[src/hw/maae_pkg.sv]
// Package of the accumulator arithmetic datapath: opcode fields, cycle counts,
// status word bit positions, reset values and the operation classes.
// Assumes a decoder that hands over one whole opcode per instruction.
package maae_pkg;

  // Opcode groups, taken from the high nibble of the opcode.
  localparam logic [3:0] GRP_INC = 4'h0, GRP_DEC = 4'h1, GRP_ADD = 4'h2, GRP_ADDC = 4'h3;
  localparam logic [3:0] GRP_ORL = 4'h4, GRP_ANL = 4'h5, GRP_XRL = 4'h6, GRP_SUBB = 4'h9;

  // Operand forms, taken from the low nibble; bit 3 set means a working register.
  localparam logic [3:0] FRM_TO_DIR = 4'h2, FRM_ROT = 4'h3, FRM_IMM = 4'h4, FRM_DIR = 4'h5;
  localparam logic [3:0] FRM_IND0 = 4'h6, FRM_IND1 = 4'h7;

  // Single opcodes.
  localparam logic [7:0] OPC_INC_DATA_POINTER_16 = 8'hA3, OPC_MUL = 8'hA4, OPC_DIV = 8'h84, OPC_DA = 8'hD4;
  localparam logic [7:0] OPC_CLR = 8'hE4, OPC_CPL = 8'hF4, OPC_SWAP = 8'hC4;

  // Instruction lengths in core clocks.
  localparam logic [2:0] CYC_1 = 3'h1, CYC_2 = 3'h2, CYC_3 = 3'h3, CYC_5 = 3'h5;

  // Status word bit positions.
  localparam int PSW_CY = 7, PSW_AC = 6, PSW_OV = 2, PSW_P = 0;

  // Reset values.
  localparam logic [7:0] ACC_RST = 8'h00, B_RST = 8'h00, PSW_RST = 8'h00;
  localparam logic [15:0] DATA_POINTER_16_RST = 16'h0000;

  // Special function register select codes for core writes.
  localparam int SFR_SEL_W = 2;
  localparam logic [1:0] SFR_ACC = 2'h0, SFR_B = 2'h1, SFR_PSW = 2'h2;

  // Decimal adjust constants.
  localparam logic [3:0] BCD_DIGIT_MAX = 4'h9;
  localparam logic [8:0] DA_ADJ_LO = 9'h006, DA_ADJ_HI = 9'h060;

  // Operation classes; the X forms drive their result out of the unit.
  typedef enum logic [4:0] {
    CLS_NONE, CLS_ADD, CLS_ADDC, CLS_SUBB, CLS_INCA, CLS_DECA, CLS_INCX, CLS_DECX,
    CLS_INCDP, CLS_MUL, CLS_DIV, CLS_DA, CLS_ANL, CLS_ORL, CLS_XRL, CLS_ANLX,
    CLS_ORLX, CLS_XRLX, CLS_CLR, CLS_CPL, CLS_RL, CLS_RLC, CLS_RR, CLS_RRC, CLS_SWAP
  } maae_cls_t;

endpackage : maae_pkg

[src/hw/maae_core.sv]
// Accumulator arithmetic datapath: executes one opcode at a time, holds the
// accumulator, second operand register, status word and 16-bit data pointer.
// Assumes the decoder presents the external operand byte in the last cycle of the instruction.
`timescale 1ns/1ps
`default_nettype none

////////////////////////////////////////////////////////////////////////////////
// Function
// RL1: One instruction cycle per clock; cycle counts equal clock periods occupied.
// RL2: Fetch overlaps execution; one-cycle ops may follow back to back.
// RL3: ADD working register to accumulator, no carry in, one cycle.
// RL4: ADD direct byte to accumulator, no carry in, two cycles.
// RL5: ADD pointer-addressed byte to accumulator, no carry in, two cycles.
// RL6: ADD immediate byte to accumulator, no carry in, two cycles.
// RL7: ADD working register plus carry to accumulator, one cycle.
// RL8: Add with carry from direct, indirect or immediate operand, two cycles.
// RL9: Subtract working register and borrow from accumulator, one cycle.
// RL10: Subtract with borrow from direct, indirect or immediate operand, two cycles.
// RL11: Accumulator increment/decrement one cycle; working register forms two cycles.
// RL12: Direct or indirect increment three cycles; data pointer increment one cycle.
// RL13: Direct or indirect decrement three cycles.
// RL14: Multiply and divide accumulator by second register, five cycles each.
// RL15: Decimal adjust accumulator to packed BCD after addition, one cycle.
// RL16: All arithmetic is unsigned.
// RL17: Rotates, swap, clear, complement and decimal adjust act on accumulator only.
// RL18: Operands from accumulator, second register or outside; results to accumulator or out.
// RL19: Carry, overflow and parity are held in the readable status word.
// RL20: Every opcode gives the legacy core's architectural results.
// RL21: Bitwise AND, OR, exclusive OR and complement are provided.
// RL22: Divide by zero sets overflow; add and subtract update carry, half carry, overflow.
// RL23: Parity always shows even parity of the accumulator.
module maae_core (
  input wire logic i_sys_clk,
  input wire logic i_rst,
  input wire logic i_op_valid,
  input wire logic [7:0] i_opcode,
  input wire logic [7:0] i_operand,
  input wire logic i_sfr_wr,
  input wire logic [maae_pkg::SFR_SEL_W-1:0] i_sfr_sel,
  input wire logic [7:0] i_sfr_wdata,
  input wire logic i_data_pointer_16_wr,
  input wire logic [15:0] i_data_pointer_16_wdata,
  output logic o_ready,
  output logic o_done,
  output logic [7:0] o_acc,
  output logic [7:0] o_b,
  output logic [7:0] o_psw,
  output logic [15:0] o_data_pointer_16,
  output logic [7:0] o_result,
  output logic o_result_valid
);
  import maae_pkg::*;

  ////////////////////////////////////////////////////////////////////////////////
  // Decode

  // Maps an opcode to its operation class; unlisted opcodes are ignored.
  function automatic maae_cls_t cls_of(input logic [7:0] op);
    logic [3:0] hi;
    logic [3:0] lo;
    logic src;
    hi = op[7:4];
    lo = op[3:0];
    src = op[3] || (lo == FRM_IMM) || (lo == FRM_DIR) || (lo == FRM_IND0) || (lo == FRM_IND1);
    cls_of = CLS_NONE;
    if (op == OPC_INC_DATA_POINTER_16) cls_of = CLS_INCDP;
    else if (op == OPC_MUL) cls_of = CLS_MUL;
    else if (op == OPC_DIV) cls_of = CLS_DIV;
    else if (op == OPC_DA) cls_of = CLS_DA;
    else if (op == OPC_CLR) cls_of = CLS_CLR;
    else if (op == OPC_CPL) cls_of = CLS_CPL;
    else if (op == OPC_SWAP) cls_of = CLS_SWAP;
    else if (lo == FRM_ROT && hi == GRP_INC) cls_of = CLS_RR;
    else if (lo == FRM_ROT && hi == GRP_DEC) cls_of = CLS_RRC;
    else if (lo == FRM_ROT && hi == GRP_ADD) cls_of = CLS_RL;
    else if (lo == FRM_ROT && hi == GRP_ADDC) cls_of = CLS_RLC;
    else if (hi == GRP_INC && lo == FRM_IMM) cls_of = CLS_INCA;
    else if (hi == GRP_DEC && lo == FRM_IMM) cls_of = CLS_DECA;
    else if (hi == GRP_INC && src) cls_of = CLS_INCX;
    else if (hi == GRP_DEC && src) cls_of = CLS_DECX;
    else if (hi == GRP_ADD && src) cls_of = CLS_ADD;
    else if (hi == GRP_ADDC && src) cls_of = CLS_ADDC;
    else if (hi == GRP_SUBB && src) cls_of = CLS_SUBB;
    else if (hi == GRP_ANL && src) cls_of = CLS_ANL;
    else if (hi == GRP_ORL && src) cls_of = CLS_ORL;
    else if (hi == GRP_XRL && src) cls_of = CLS_XRL;
    else if (hi == GRP_ANL && lo == FRM_TO_DIR) cls_of = CLS_ANLX;
    else if (hi == GRP_ORL && lo == FRM_TO_DIR) cls_of = CLS_ORLX;
    else if (hi == GRP_XRL && lo == FRM_TO_DIR) cls_of = CLS_XRLX;
  endfunction : cls_of

  // Clock count of each instruction.
  function automatic logic [2:0] cyc_of(input maae_cls_t cls, input logic [7:0] op);
    cyc_of = CYC_1;
    unique case (cls)
      CLS_MUL, CLS_DIV: cyc_of = CYC_5; // see RL14
      CLS_INCX, CLS_DECX: cyc_of = op[3] ? CYC_2 : CYC_3; // see RL11 see RL12 see RL13
      CLS_ANLX, CLS_ORLX, CLS_XRLX: cyc_of = CYC_3;
      CLS_ADD, CLS_ADDC, CLS_SUBB, CLS_ANL, CLS_ORL, CLS_XRL: cyc_of = op[3] ? CYC_1 : CYC_2; // see RL4 see RL5 see RL6 see RL8 see RL10
      CLS_NONE, CLS_INCA, CLS_DECA, CLS_INCDP, CLS_DA, CLS_CLR, CLS_CPL, CLS_RL, CLS_RLC,
      CLS_RR, CLS_RRC, CLS_SWAP: cyc_of = CYC_1;
    endcase
  endfunction : cyc_of

  ////////////////////////////////////////////////////////////////////////////////
  // Declarations

  maae_cls_t cls_in;
  maae_cls_t cls_reg;
  maae_cls_t cls_cur;
  logic [2:0] cyc_in;
  logic [2:0] cnt_reg;
  logic busy_reg;
  logic ready_reg;
  logic accept;
  logic commit;
  logic [7:0] acc_reg, acc_next;
  logic [7:0] b_reg, b_next;
  logic [7:0] psw_reg, psw_next;
  logic [15:0] data_pointer_16_reg, data_pointer_16_next;
  logic [7:0] res_reg, res_next;
  logic res_vld_reg;
  logic done_reg;
  logic md_start;
  logic [15:0] md_prod;
  logic [7:0] md_quot;
  logic [7:0] md_rem;
  logic md_zero;

  ////////////////////////////////////////////////////////////////////////////////
  // Sequencing

  // An opcode is taken whenever the unit is ready; a one-cycle opcode commits at once.
  assign cls_in = cls_of(i_opcode); // see RL20
  assign cyc_in = cyc_of(cls_in, i_opcode);
  assign accept = i_op_valid && ready_reg;
  assign commit = (accept && cyc_in == CYC_1) || (busy_reg && cnt_reg == 3'h1); // see RL1
  assign cls_cur = busy_reg ? cls_reg : cls_in;
  assign md_start = accept && (cls_in == CLS_MUL || cls_in == CLS_DIV);

  // Counts the remaining clocks of a multi-cycle opcode; ready stays high for one-cycle ones.
  always_ff @(posedge i_sys_clk) begin
    if (i_rst) begin
      busy_reg <= 1'b0;
      ready_reg <= 1'b1;
      cnt_reg <= 3'h0;
      cls_reg <= CLS_NONE;
    end else if (accept && cyc_in != CYC_1) begin
      busy_reg <= 1'b1; // see RL1
      ready_reg <= 1'b0;
      cnt_reg <= cyc_in - 3'h1;
      cls_reg <= cls_in;
    end else if (busy_reg) begin
      cnt_reg <= cnt_reg - 3'h1;
      if (cnt_reg == 3'h1) begin
        busy_reg <= 1'b0; // see RL2
        ready_reg <= 1'b1;
      end
    end
  end

  // Multiply and divide work on the accumulator and second register seen at the start.
  maae_muldiv u_muldiv (
    .i_sys_clk(i_sys_clk),
    .i_rst(i_rst),
    .i_start(md_start),
    .i_a(acc_reg),
    .i_b(b_reg),
    .o_prod(md_prod),
    .o_quot(md_quot),
    .o_rem(md_rem),
    .o_div_zero(md_zero)
  );

  ////////////////////////////////////////////////////////////////////////////////
  // Datapath

  // Computes next values of accumulator, B, status word, data pointer and result; a committing opcode wins over a core register write.
  always_comb begin
    logic cin;
    logic cy;
    logic [8:0] sum9;
    logic [4:0] nib5;
    logic [8:0] dif9;
    logic [4:0] dnib5;
    logic [8:0] da1;
    logic [8:0] da2;
    logic da_c;
    cy = psw_reg[PSW_CY];
    cin = (cls_cur == CLS_ADDC) ? cy : 1'b0; // see RL3 see RL7
    sum9 = {1'b0, acc_reg} + {1'b0, i_operand} + {8'h00, cin}; // see RL16
    nib5 = {1'b0, acc_reg[3:0]} + {1'b0, i_operand[3:0]} + {4'h0, cin};
    dif9 = {1'b0, acc_reg} - {1'b0, i_operand} - {8'h00, cy};
    dnib5 = {1'b0, acc_reg[3:0]} - {1'b0, i_operand[3:0]} - {4'h0, cy};
    da1 = {1'b0, acc_reg};
    if (acc_reg[3:0] > BCD_DIGIT_MAX || psw_reg[PSW_AC]) begin
      da1 = da1 + DA_ADJ_LO;
    end
    da_c = cy | da1[8];
    da2 = {1'b0, da1[7:0]};
    if (da1[7:4] > BCD_DIGIT_MAX || da_c) begin
      da2 = da2 + DA_ADJ_HI;
    end
    da_c = da_c | da2[8];
    acc_next = acc_reg;
    b_next = b_reg;
    psw_next = psw_reg;
    data_pointer_16_next = data_pointer_16_reg;
    res_next = res_reg;
    if (commit) begin
      unique case (cls_cur)
        CLS_ADD, CLS_ADDC: begin
          acc_next = sum9[7:0]; // see RL3 see RL4 see RL5 see RL6 see RL7 see RL8
          psw_next[PSW_CY] = sum9[8]; // see RL22
          psw_next[PSW_AC] = nib5[4];
          psw_next[PSW_OV] = (acc_reg[7] == i_operand[7]) && (sum9[7] != acc_reg[7]);
        end
        CLS_SUBB: begin
          acc_next = dif9[7:0]; // see RL9 see RL10
          psw_next[PSW_CY] = dif9[8]; // see RL22
          psw_next[PSW_AC] = dnib5[4];
          psw_next[PSW_OV] = (acc_reg[7] != i_operand[7]) && (dif9[7] != acc_reg[7]);
        end
        CLS_INCA: acc_next = acc_reg + 8'h01; // see RL11
        CLS_DECA: acc_next = acc_reg - 8'h01; // see RL11
        CLS_INCX: res_next = i_operand + 8'h01; // see RL11 see RL12 see RL18
        CLS_DECX: res_next = i_operand - 8'h01; // see RL11 see RL13 see RL18
        CLS_INCDP: data_pointer_16_next = data_pointer_16_reg + 16'h0001; // see RL12
        CLS_MUL: begin
          acc_next = md_prod[7:0]; // see RL14 see RL16
          b_next = md_prod[15:8];
          psw_next[PSW_CY] = 1'b0;
          psw_next[PSW_OV] = (md_prod[15:8] != 8'h00);
        end
        CLS_DIV: begin
          psw_next[PSW_CY] = 1'b0;
          psw_next[PSW_OV] = md_zero; // see RL22
          if (!md_zero) begin
            acc_next = md_quot; // see RL14
            b_next = md_rem;
          end
        end
        CLS_DA: begin
          acc_next = da2[7:0]; // see RL15 see RL17
          psw_next[PSW_CY] = da_c;
        end
        CLS_ANL: acc_next = acc_reg & i_operand; // see RL21
        CLS_ORL: acc_next = acc_reg | i_operand; // see RL21
        CLS_XRL: acc_next = acc_reg ^ i_operand; // see RL21
        CLS_ANLX: res_next = acc_reg & i_operand; // see RL18
        CLS_ORLX: res_next = acc_reg | i_operand;
        CLS_XRLX: res_next = acc_reg ^ i_operand;
        CLS_CLR: acc_next = 8'h00; // see RL17
        CLS_CPL: acc_next = ~acc_reg; // see RL17 see RL21
        CLS_RL: acc_next = {acc_reg[6:0], acc_reg[7]}; // see RL17
        CLS_RLC: begin
          acc_next = {acc_reg[6:0], cy}; // see RL17
          psw_next[PSW_CY] = acc_reg[7];
        end
        CLS_RR: acc_next = {acc_reg[0], acc_reg[7:1]}; // see RL17
        CLS_RRC: begin
          acc_next = {cy, acc_reg[7:1]}; // see RL17
          psw_next[PSW_CY] = acc_reg[0];
        end
        CLS_SWAP: acc_next = {acc_reg[3:0], acc_reg[7:4]}; // see RL17
        CLS_NONE: begin
        end
      endcase
    end else if (i_sfr_wr) begin
      case (i_sfr_sel)
        SFR_ACC: acc_next = i_sfr_wdata;
        SFR_B: b_next = i_sfr_wdata;
        SFR_PSW: psw_next = i_sfr_wdata; // see RL19
        default: begin
        end
      endcase
    end
    if (!commit && i_data_pointer_16_wr) begin
      data_pointer_16_next = i_data_pointer_16_wdata;
    end
    psw_next[PSW_P] = ^acc_next; // see RL23
  end

  ////////////////////////////////////////////////////////////////////////////////
  // State registers

  // Accumulator and second operand register.
  always_ff @(posedge i_sys_clk) begin
    if (i_rst) begin
      acc_reg <= ACC_RST;
      b_reg <= B_RST;
    end else begin
      acc_reg <= acc_next; // see RL18
      b_reg <= b_next;
    end
  end

  // Status word with live parity, and the data pointer.
  always_ff @(posedge i_sys_clk) begin
    if (i_rst) begin
      psw_reg <= PSW_RST;
      data_pointer_16_reg <= DATA_POINTER_16_RST;
    end else begin
      psw_reg <= psw_next; // see RL19
      data_pointer_16_reg <= data_pointer_16_next;
    end
  end

  // Result driven out of the unit and the completion pulses.
  always_ff @(posedge i_sys_clk) begin
    if (i_rst) begin
      res_reg <= 8'h00;
      res_vld_reg <= 1'b0;
      done_reg <= 1'b0;
    end else begin
      res_reg <= res_next;
      res_vld_reg <= commit && (cls_cur == CLS_INCX || cls_cur == CLS_DECX || cls_cur == CLS_ANLX ||
                                cls_cur == CLS_ORLX || cls_cur == CLS_XRLX); // see RL18
      done_reg <= commit; // see RL1
    end
  end

  assign o_ready = ready_reg;
  assign o_done = done_reg;
  assign o_acc = acc_reg;
  assign o_b = b_reg;
  assign o_psw = psw_reg;
  assign o_data_pointer_16 = data_pointer_16_reg;
  assign o_result = res_reg;
  assign o_result_valid = res_vld_reg;
endmodule : maae_core
`default_nettype wire

[src/hw/maae_muldiv.sv]
// Eight-bit unsigned multiply and divide stage of the datapath.
// Assumes operands are stable at the start strobe; results are held until the next start.
`timescale 1ns/1ps
`default_nettype none
module maae_muldiv (
  input wire logic i_sys_clk,
  input wire logic i_rst,
  input wire logic i_start,
  input wire logic [7:0] i_a,
  input wire logic [7:0] i_b,
  output logic [15:0] o_prod,
  output logic [7:0] o_quot,
  output logic [7:0] o_rem,
  output logic o_div_zero
);
  import maae_pkg::*;

  // Capture the product once per start, and quotient and remainder only for a nonzero divisor; a zero divisor is flagged.
  always_ff @(posedge i_sys_clk) begin
    if (i_rst) begin
      o_prod <= 16'h0000;
      o_quot <= 8'h00;
      o_rem <= 8'h00;
      o_div_zero <= 1'b0;
    end else if (i_start) begin
      o_prod <= {8'h00, i_a} * {8'h00, i_b};
      o_div_zero <= (i_b == 8'h00);
      if (i_b != 8'h00) begin
        o_quot <= i_a / i_b;
        o_rem <= i_a % i_b;
      end
    end
  end

endmodule : maae_muldiv
`default_nettype wire

[config.mk]
export PLATFORM = sky130hd
export DESIGN_NAME = maae_core
export DESIGN_NICKNAME = d
export VERILOG_FILES = /design/src/hw/maae_pkg.sv /design/src/hw/maae_core.sv /design/src/hw/maae_muldiv.sv
export SDC_FILE = /design/constraint.sdc
export NUM_CORES = 1
export LEC_CHECK = 0
export BUFFER_PORTS_ARGS = -buffer_cell sky130_fd_sc_hd__buf_2
export CAP_MARGIN = 20
export CORE_MARGIN = 1.5
export CORE_UTILIZATION = 57
export CTS_CLUSTER_DIAMETER = 120
export DETAILED_ROUTE_END_ITERATION = 8
export PLACE_DENSITY = 0.8
export SLEW_MARGIN = 20
export SYNTH_ARGS = -nofsm -noshare
export SYNTH_HDL_FRONTEND = slang
export SYNTH_HIERARCHICAL = 1
export SYNTH_SLANG_ARGS = --single-unit
[constraint.sdc]
create_clock -name i_sys_clk -period 11.5 [get_ports i_sys_clk]
set_input_delay 0.575 -clock i_sys_clk [delete_from_list [all_inputs] [get_ports i_sys_clk]]
set_output_delay 0.575 -clock i_sys_clk [all_outputs]
set_load 0.005 [all_outputs]
==> Word level (Yosys, flattened, before mapping) <==
Cells that the tools add are included.
{ "word_totals": {"ff_bits": 93, "latchBits": 0, "ram_bits": 0, "romBits": 0, "in_bits": 47, "output_inout_bits": 51, "word_cells": 260, "mem_count": 0} }
{ "classes": {"addsub": 17, "mul": 1, "div": 2, "order_cmp": 2, "eq_ne": 82, "shift": 0, "muxes": 60, "bitwise": 7, "n_reduce_logical": 70} }
{ "ops": {"columns": ["operator", "n"], "rows": [
  ["8-bit one-hot mux with 17 select lines", 1],
  ["5-bit 2-to-1 mux", 25],
  ["5-bit equality test, second input constant", 18],
  ["5-bit by 4-bit equality test with 1-bit output, second input constant", 16],
  ["8-bit 2-to-1 mux", 10],
  ["8-bit equality test, second input constant", 7],
  ["16-bit 2-to-1 mux", 3],
  ["5-bit by 3-bit equality test with 1-bit output, second input constant", 8],
  ["8-bit one-hot mux with 5 select lines", 1],
  ["4-bit by 3-bit equality test with 1-bit output, second input constant", 7],
  ["1-bit logical AND", 26],
  ["5-bit by 2-bit equality test with 1-bit output, second input constant", 4],
  ["9-bit 2-to-1 mux", 2],
  ["16-bit by 1-bit adder with 16-bit output, second input constant", 1],
  ["8-bit by 1-bit adder with 8-bit output, second input constant", 2],
  ["4-bit by 2-bit equality test with 1-bit output, second input constant", 4],
  ["8-bit by 8-bit multiplier with 16-bit output", 1],
  ["8-bit one-hot mux with 2 select lines", 1],
  ["8-bit nonzero test", 2],
  ["8-bit by 1-bit subtractor with 8-bit output, second input constant", 2],
  ["3-bit one-hot mux with 5 select lines", 1],
  ["2-bit nonzero test", 7],
  ["1-bit logical OR", 12],
  ["3-bit AND reduction", 4],
  ["51 further kinds", 76]
]} }

==> Longest topological paths before layout <==
Gate-level depths: netlist (run 1).
{ "logic_depth": {"ltp_word": 37, "mapped_depth": 50, "ltp_nobuf": 48} }

==> By module <==
The synthesis (run 1) kept the hierarchy.
{ "by_module_without_submodules": {"columns": ["mod", "n_inst", "cells_each", "area_each_um2", "seq_area_each_um2"], "rows": [
  ["maae_core", 1, 926, 6870.3, 1201.2],
  ["maae_muldiv", 1, 635, 5109.9, 660.6]
]} }

==> Worst setup path after synthesis (run 1) <==
OpenSTA, ideal clock, no wires.
{ "synth_path": {"kind": "reg-to-reg", "start": "reg b_reg[0] (netlist: o_b[0])", "end": "reg u_muldiv.o_rem[1]", "setup_ns": 0.070, "arrival_ns": 11.047, "required_ns": 11.430, "path_slack_ns": 0.383, "stages_incl_launch_ff": 50, "path_buffers": 1, "period_less_slack_ns": 11.117, "cell_sequence": "dfxtp_1 -> inv_1 -> ha_1 -> and3_1 -> nor2_1 -> ha_1 -> o21a_1 -> o211ai_1 -> mux2_2 -> ha_1 -> nor2_1 -> o32ai_1 -> a211oi_1 -> or2_2 -> ha_1 -> o211ai_1 -> a21boi_0 -> o21a_2 -> (+14 left out) -> o21a_1 -> ha_1 -> nor3_1 -> a211oi_1 -> a21oi_1 -> o22ai_1 -> clkbuf_1 -> nand2_1 -> o21ai_1 -> inv_1 -> ha_1 -> o21ai_1 -> a21oi_1 -> o21a_1 -> or4_1 -> nand2_1 -> mux2_2 -> a21oi_1"} }
{ "synth_via": {"elab_chain_cells": 2, "word_cells_on_any_way": 3, "classes_between": "div (1); reduce/logical (2)"} }
{ "synth_rtl": {"columns": ["item", "line", "source"], "rows": [
  ["from (decl)", "maae_core.sv:118", "logic [7:0] b_reg, b_next;"],
  ["from (signal assigned)", "maae_core.sv:294", "b_reg <= b_next;"],
  ["branches (longest 2 deep; another with 8-bit by 8-bit modulo with 8-bit output)", null, null],
  ["to (signal assigned)", "maae_muldiv.sv:30", "o_rem <= i_a % i_b;"],
  ["to (decl)", "maae_muldiv.sv:13", "output logic [7:0] o_rem,"]
]} }
Several ways; the timed one is not identified.
A chain may end at the register's enable or synchronous reset.

==> Worst setup path after layout (run 1) <==
{ "layout_path": {"start": "reg b_reg[4] (netlist: o_b[4])", "end": "reg u_muldiv.o_rem[6]"} }
The elaborated chain is that of the path after synthesis.

==> results.py, run 1 <==
metrics = {
    "place": {
        "gp_congestion": 1.01,
        "place_inst": 1889,
        "dp_hpwl_um": 29200,
        "io_buffers": 97,
    },
    "grt": {
        "grt_max_degree": 91,
        "grt_pass1_wl_um": 62100,
        "antenna_found_initial": 0,
        "grt-ovfl-total": 0,
        "grt_pass1_vias": 11851,
        "grt_use_total": 0.356,
    },
    "finish": {
        "antenna_cells": 0,
        "final_cells": 1910,
        "nets": 1851,
        "drive_above_1_share": 0.146,
        "area.growth.synth_to_final_pct": 10.1,
    },
    "synth": {
        "ys_ff_latch": 93,
        "synth-main-ff-cell": "dfxtp_1",
        "synthArstFlopShare": 0,
        "syn_area_per_cell_um2": 7.67,
        "synth_edf_count": 0,
        "synthDistinctLibCells": 109,
        "netlist_area_mm2": 0.0120,
        "synth_compound_gate_area_share": 0.251,
        "synth_top_family_by_area": "compound AO/OA/AOI/OAI gates",
        "synth-xor-area-share": 0.0579,
        "seq_area_frac_synth": 0.155,
        "syn-num-nets": 1777,
        "yosys_warnings": 6,
        "synthAdderAreaFrac": 0.203,
        "synth_cells": 1561,
        "synth-simple-area-share": 0.236,
        "synth_mux_area_frac": 0.0320,
    },
    "floorplanning": {
        "die_h_um": 148,
        "num_rows": 52,
        "fp.dieArea_mm2": 0.0219,
        "ioPinCount": 98,
        "coreArea_mm2": 0.0204,
        "die-width_um": 148,
        "start_util": 0.586,
    },
    "clock_tree": {
        "cts-buffers-inserted": 9,
        "path_clk_slew_ps": 70,
        "holdBufCountCts": 0,
        "cts_tree": "built",
        "cts_max_path_buffers": 2,
        "root_buffer": "clkbuf_16",
        "clk_latency_ps": 360,
        "cts.htree.levels": 3,
        "clock-sinks": 93,
    },
    "routing": {
        "final_antenna_net_count": 0,
        "drc_errors": 0,
        "drt-initial-drc-count": 1339,
        "wirelength_um": 39400,
        "via_per_inst": 6.49,
        "routedWlPerCell_um": 20.6,
        "first_pass_iters": 6,
        "vias": 12388,
    },
    "sta": {
        "setup_viol": 0,
        "final_max_slew_viol_count": 0,
        "tightestPinTransition_ps": 1100,
        "slew_headroom": 0.265,
        "min_period_ps": 10860,
        "fin_hold_ws_ps": 456,
        "hold_violations": 0,
        "post-route-period-util": 0.945,
        "fmax_mhz": 92.0,
        "finalClockSkew_ps": 10.5,
    },
    "worst_setup_path": {
        "crit_top_cell": "ha_1",
        "rrSetupSlack_ps": 640,
        "max_stage_delay_ps": 560,
        "cpLargestDelayFamily": "compound AO/OA/AOI/OAI gates",
        "worstSetupEndpointType": "flip-flop",
        "critPathLaunchType": "flip-flop",
        "crit_slowest_cell": "or4_4",
        "cp.required_ps": 11700,
        "cp_num_buf_inv": 5,
        "crit_type": "reg2reg",
        "path_max_fanout": 13,
        "cp.arrival_ps": 11060,
    },
    "status": {
        "status": "complete, no violations",
    },
    "hold_path": {
        "hold_path_class": "in2reg",
    },
    "flow_run": {
        "drv_cap": 0,
    },
}
[what timing repair did]
action | 4_1_cts | 5_1_grt
setup endpoints to repair | 2 | 9
hold endpoints to repair | 0 | 0
pin swaps | 0 | 3
buffers inserted | 0 | 5
resized for setup | 1 | 23
cloned | 0 | 0
[cell families (layout without fill, tap and decap cells)]
kind of cell               count (synthesis)  count (layout)
muxes                                     37              37
DFF                                       93              93
xor gates and xnor gates                  76              76
AOI/OAI and AO/OA                        430             430
adders and majority gates                169             169
and+or+nand+nor                          567             567
buffers and inverters                    189             268
[cell usage after synthesis (6+ instances only)]
master,number,area share
nand4_1,11,0.0057
a21boi_0,8,0.0050
o21ai_0,62,0.026
nor4_1,10,0.0052
a211oi_1,49,0.031
o21ai_1,9,0.0038
a22oi_1,10,0.0063
inv_1,110,0.034
ha_1,126,0.13
a311oi_1,15,0.011
o22ai_1,16,0.0084
o21a_1,21,0.013
a21oi_1,94,0.039
fa_1,43,0.072
a31oi_1,20,0.010
nand3_1,57,0.024
a221oi_1,7,0.0051
nor2_1,192,0.060
xnor2_1,47,0.034
a21o_1,13,0.0081
nor2b_1,11,0.0057
buf_1,6,0.0019
mux2_2,7,0.0066
nand2_1,130,0.041
and2_1,17,0.0089
nor3_1,39,0.016
dfxtp_1,93,0.16
clkbuf_1,50,0.016
buf_2,13,0.0054
nand2b_1,16,0.0084
and3_1,12,0.0063
or2_2,9,0.0047
xor2_1,27,0.020
mux2i_1,29,0.024
or3_1,10,0.0052
o211ai_1,14,0.0088
[worst reg2reg max path: cells and delay by family, from the launching register on]
kind,cells,cell delay (ps)
AOI/OAI and AO/OA,21,4090
and+or+nand+nor,9,2410
adders and majority gates,7,2010
muxes,4,1220
buffers and inverters,5,680
DFF,1,340
[routing by layer]
layer,up-vias,GRT usage,wire length (µm)
met4,0,0.182,2080
li1,5777,-,-
met5,-,0,0
met2,591,0.588,18300
met3,160,0.0448,3050
met1,5860,0.457,15900
[placed cells by master, fill, tap and decap left out, types with 9 or more instances in the layout]
cell         n
nor2_1     191
nand2_1    129
ha_1       126
inv_1      110
buf_2       97
dfxtp_1     93
a21oi_1     91
o21ai_0     62
nand3_1     57
xnor2_1     47
a211oi_1    46
fa_1        43
buf_4       42
nor3_1      37
mux2i_1     28
xor2_1      27
o21a_1      21
a31oi_1     20
and2_1      17
nand2b_1    16
o22ai_1     16
a311oi_1    15
o211ai_1    14
a21o_1      13
and3_1      12
nor2b_1     11
nand4_1     11
or3_1       10
a22oi_1     10
nor4_1      10
or2_2        9
clkbuf_16    9
[worst paths after layout]
path	cells past startpoint	to	from
hold reg to reg	2	u_muldiv/o_quot[5]	u_muldiv/o_quot[5]
setup reg to reg	46	u_muldiv/o_rem[6]	o_b[4]
setup / recovery	46	u_muldiv/o_rem[6]	o_b[4]
hold / removal	3	o_data_pointer_16[11]	i_data_pointer_16_wdata[11]
[layout make-up]
type | count | area, µm²
timing repair buffer | 139 | 801
sequential | 93 | 1860
fill | 1843 | 7240
tap | 270 | 338
inverter | 113 | 424
clock inverter | 7 | 65.1
clock buffer | 9 | 225
multi-input combinational | 1279 | 9480
[per-stage QoR]
step           TNS, ps  setup WS, ps  utilization  cell area, µm²
2_1_floorplan        0           383            -           12000
3_3_place_gp         0           443        0.624           12700
3_5_place_dp         0          9.29        0.624           12700
4_1_cts              0          20.8        0.638           13000
5_1_grt          -1.02         -1.02        0.646           13200
6_report             0           636        0.646           13200
Power of run 1 is left out: the tool's default activity adds up to more than one toggle a clock period on the data nets, which glitch-free logic cannot reach.
==> run 2: changes to the inputs <==
--- a/config.mk
+++ b/config.mk
@@ -8,10 +8,10 @@
 export BUFFER_PORTS_ARGS = -buffer_cell sky130_fd_sc_hd__buf_2
 export CAP_MARGIN = 20
 export CORE_MARGIN = 1.5
-export CORE_UTILIZATION = 57
+export CORE_UTILIZATION = 45
 export CTS_CLUSTER_DIAMETER = 120
 export DETAILED_ROUTE_END_ITERATION = 8
-export PLACE_DENSITY = 0.8
+export PLACE_DENSITY = 0.65
 export SLEW_MARGIN = 20
 export SYNTH_ARGS = -nofsm -noshare
 export SYNTH_HDL_FRONTEND = slang
==> run 2 against run 1 <==
  * Setup slack worse by 140 ps
  * Count of clock-buffer cells in the layout up 1
  * Global-route usage down 7.4 points
  * Flip-flop and latch count unchanged
  * First-iteration DRC count shrank 17%
  * Die area grew 26%
  * Hold slack improved by 1.3 ps
  * Via count shrank 2.0%
  * Clock skew is 1.8 ps lower
  * Sequential share of layout area fell by 0.098 points
==> results.py, run 2 (synthesis results as in run 1) <==
metrics = {
    "grt": {
        "grt_pass1_wl_um": 63000,
        "grt_pass1_vias": 11560,
        "antenna_found_initial": 1,
        "grt_max_degree": 78,
        "grt-ovfl-total": 0,
        "grt_use_total": 0.283,
    },
    "worst_setup_path": {
        "crit_slowest_cell": "or4_1",
        "crit_top_cell": "ha_1",
        "cp.arrival_ps": 11190,
        "cp.required_ps": 11690,
        "max_stage_delay_ps": 590,
        "path_max_fanout": 6,
        "rr_endpoint": "u_muldiv/o_rem[6]",
        "crit_type": "reg2reg",
        "rrSetupSlack_ps": 500,
        "r2r-start": "o_b[7]",
        "worstSetupEndpointType": "flip-flop",
        "critPathLaunchType": "flip-flop",
        "worstRegToRegCells": 45,
    },
    "flow_run": {
        "drv_cap": 0,
    },
    "sta": {
        "hold_violations": 0,
        "fin_hold_ws_ps": 458,
        "setup_viol": 0,
        "final_max_slew_viol_count": 0,
        "tightestPinTransition_ps": 1120,
        "slew_headroom": 0.255,
        "min_period_ps": 11000,
        "post-route-period-util": 0.957,
        "fmax_mhz": 90.9,
        "finalClockSkew_ps": 8.63,
    },
    "finish": {
        "nets": 1847,
        "final_common_cell": "nor2_1",
        "fillers": 2595,
        "final_cell_mix": "191 x nor2_1, 129 x nand2_1, 126 x ha_1",
        "fin_util": 0.510,
        "drive_above_1_share": 0.145,
        "area.growth.synth_to_final_pct": 11.0,
    },
    "routing": {
        "via_per_inst": 6.16,
        "vias": 12143,
        "final_antenna_net_count": 0,
        "first_pass_iters": 6,
        "drc_errors": 0,
        "drt-initial-drc-count": 1114,
        "routedWlPerCell_um": 20.3,
        "wirelength_um": 40100,
    },
    "floorplanning": {
        "die_h_um": 166,
        "ioPinCount": 98,
        "num_rows": 59,
        "coreArea_mm2": 0.0261,
        "start_util": 0.460,
        "die-width_um": 166,
        "fp.dieArea_mm2": 0.0276,
    },
    "hold_path": {
        "min_from": "u_muldiv/o_quot[5]",
        "hold_path_class": "reg2reg",
        "holdPathEnd": "u_muldiv/o_quot[5]",
        "min_path_cells": 2,
    },
    "clock_tree": {
        "cts-buffers-inserted": 9,
        "path_clk_slew_ps": 70,
        "root_buffer": "clkbuf_16",
        "cts_tree": "built",
        "clk_latency_ps": 360,
        "clock-sinks": 93,
        "cts.htree.levels": 3,
        "cts_max_path_buffers": 2,
    },
    "place": {
        "dp_hpwl_um": 29800,
        "io_buffers": 97,
        "gp_congestion": 0.971,
    },
    "status": {
        "status": "complete, no violations",
    },
}
-- run 2: cell type report --
type / count / area [µm²] / area share
tap: 335 / 419 / 0.0315
clock inverter: 6 / 91.3 / 0.00687
inverter: 113 / 424 / 0.0319
antenna: 1 / 2.50 / 0.000188
multi-input combinational: 1279 / 9490 / 0.714
timing repair buffer: 135 / 771 / 0.0580
clock buffer: 10 / 229 / 0.0172
sequential: 93 / 1860 / 0.140
-- run 2: worst max path at each step --
stage | startpoint | end | cells past startpoint
after global placement | o_b[1] | u_muldiv/o_rem[1] | 45
after global routing | o_b[7] | u_muldiv/o_rem[6] | 47
after floorplan | o_b[0] | u_muldiv/o_rem[1] | 49
after CTS | o_b[7] | u_muldiv/o_rem[1] | 45
final | o_b[7] | u_muldiv/o_rem[6] | 45
after detailed placement | o_b[1] | u_muldiv/o_rem[1] | 45
-- run 2: per-stage QoR --
stage	setup TNS [ps]	setup slack [ps]	area [µm²]	std cells
after floorplan	0	383	12000	1561
after global placement	0	339	12800	1952
after detailed placement	0	52.0	12800	1952
after CTS	0	131	13100	1968
after global routing	-162	-90.5	13300	1972
final	0	495	13300	1972
-- run 2: critical path: cells and delay by family (launching register included) --
kind | cells | cell delay (ps)
and+or+nand+nor | 9 | 2740
AOI/OAI and AO/OA | 22 | 4270
buffers and inverters | 3 | 300
DFF | 1 | 330
adders and majority gates | 7 | 2140
muxes | 4 | 1030
-- run 2: repair_timing --
item,CTS,global route
hold buffers,0,0
resized for setup,1,23
endpoints found under the setup margin,1,9
buffers inserted,0,3
pin swaps,0,2
-- run 2: per-layer routing --
layer	share of wire	track usage	wire (µm)	vias to the layer above
met4	0.035	0.0940	1390	0
met1	0.43	0.368	17200	5726
li1	-	-	-	5781
met2	0.47	0.476	18600	535
met3	0.071	0.0453	2860	101
met5	0	0	0	-
Power of run 2 is left out for the same reason.
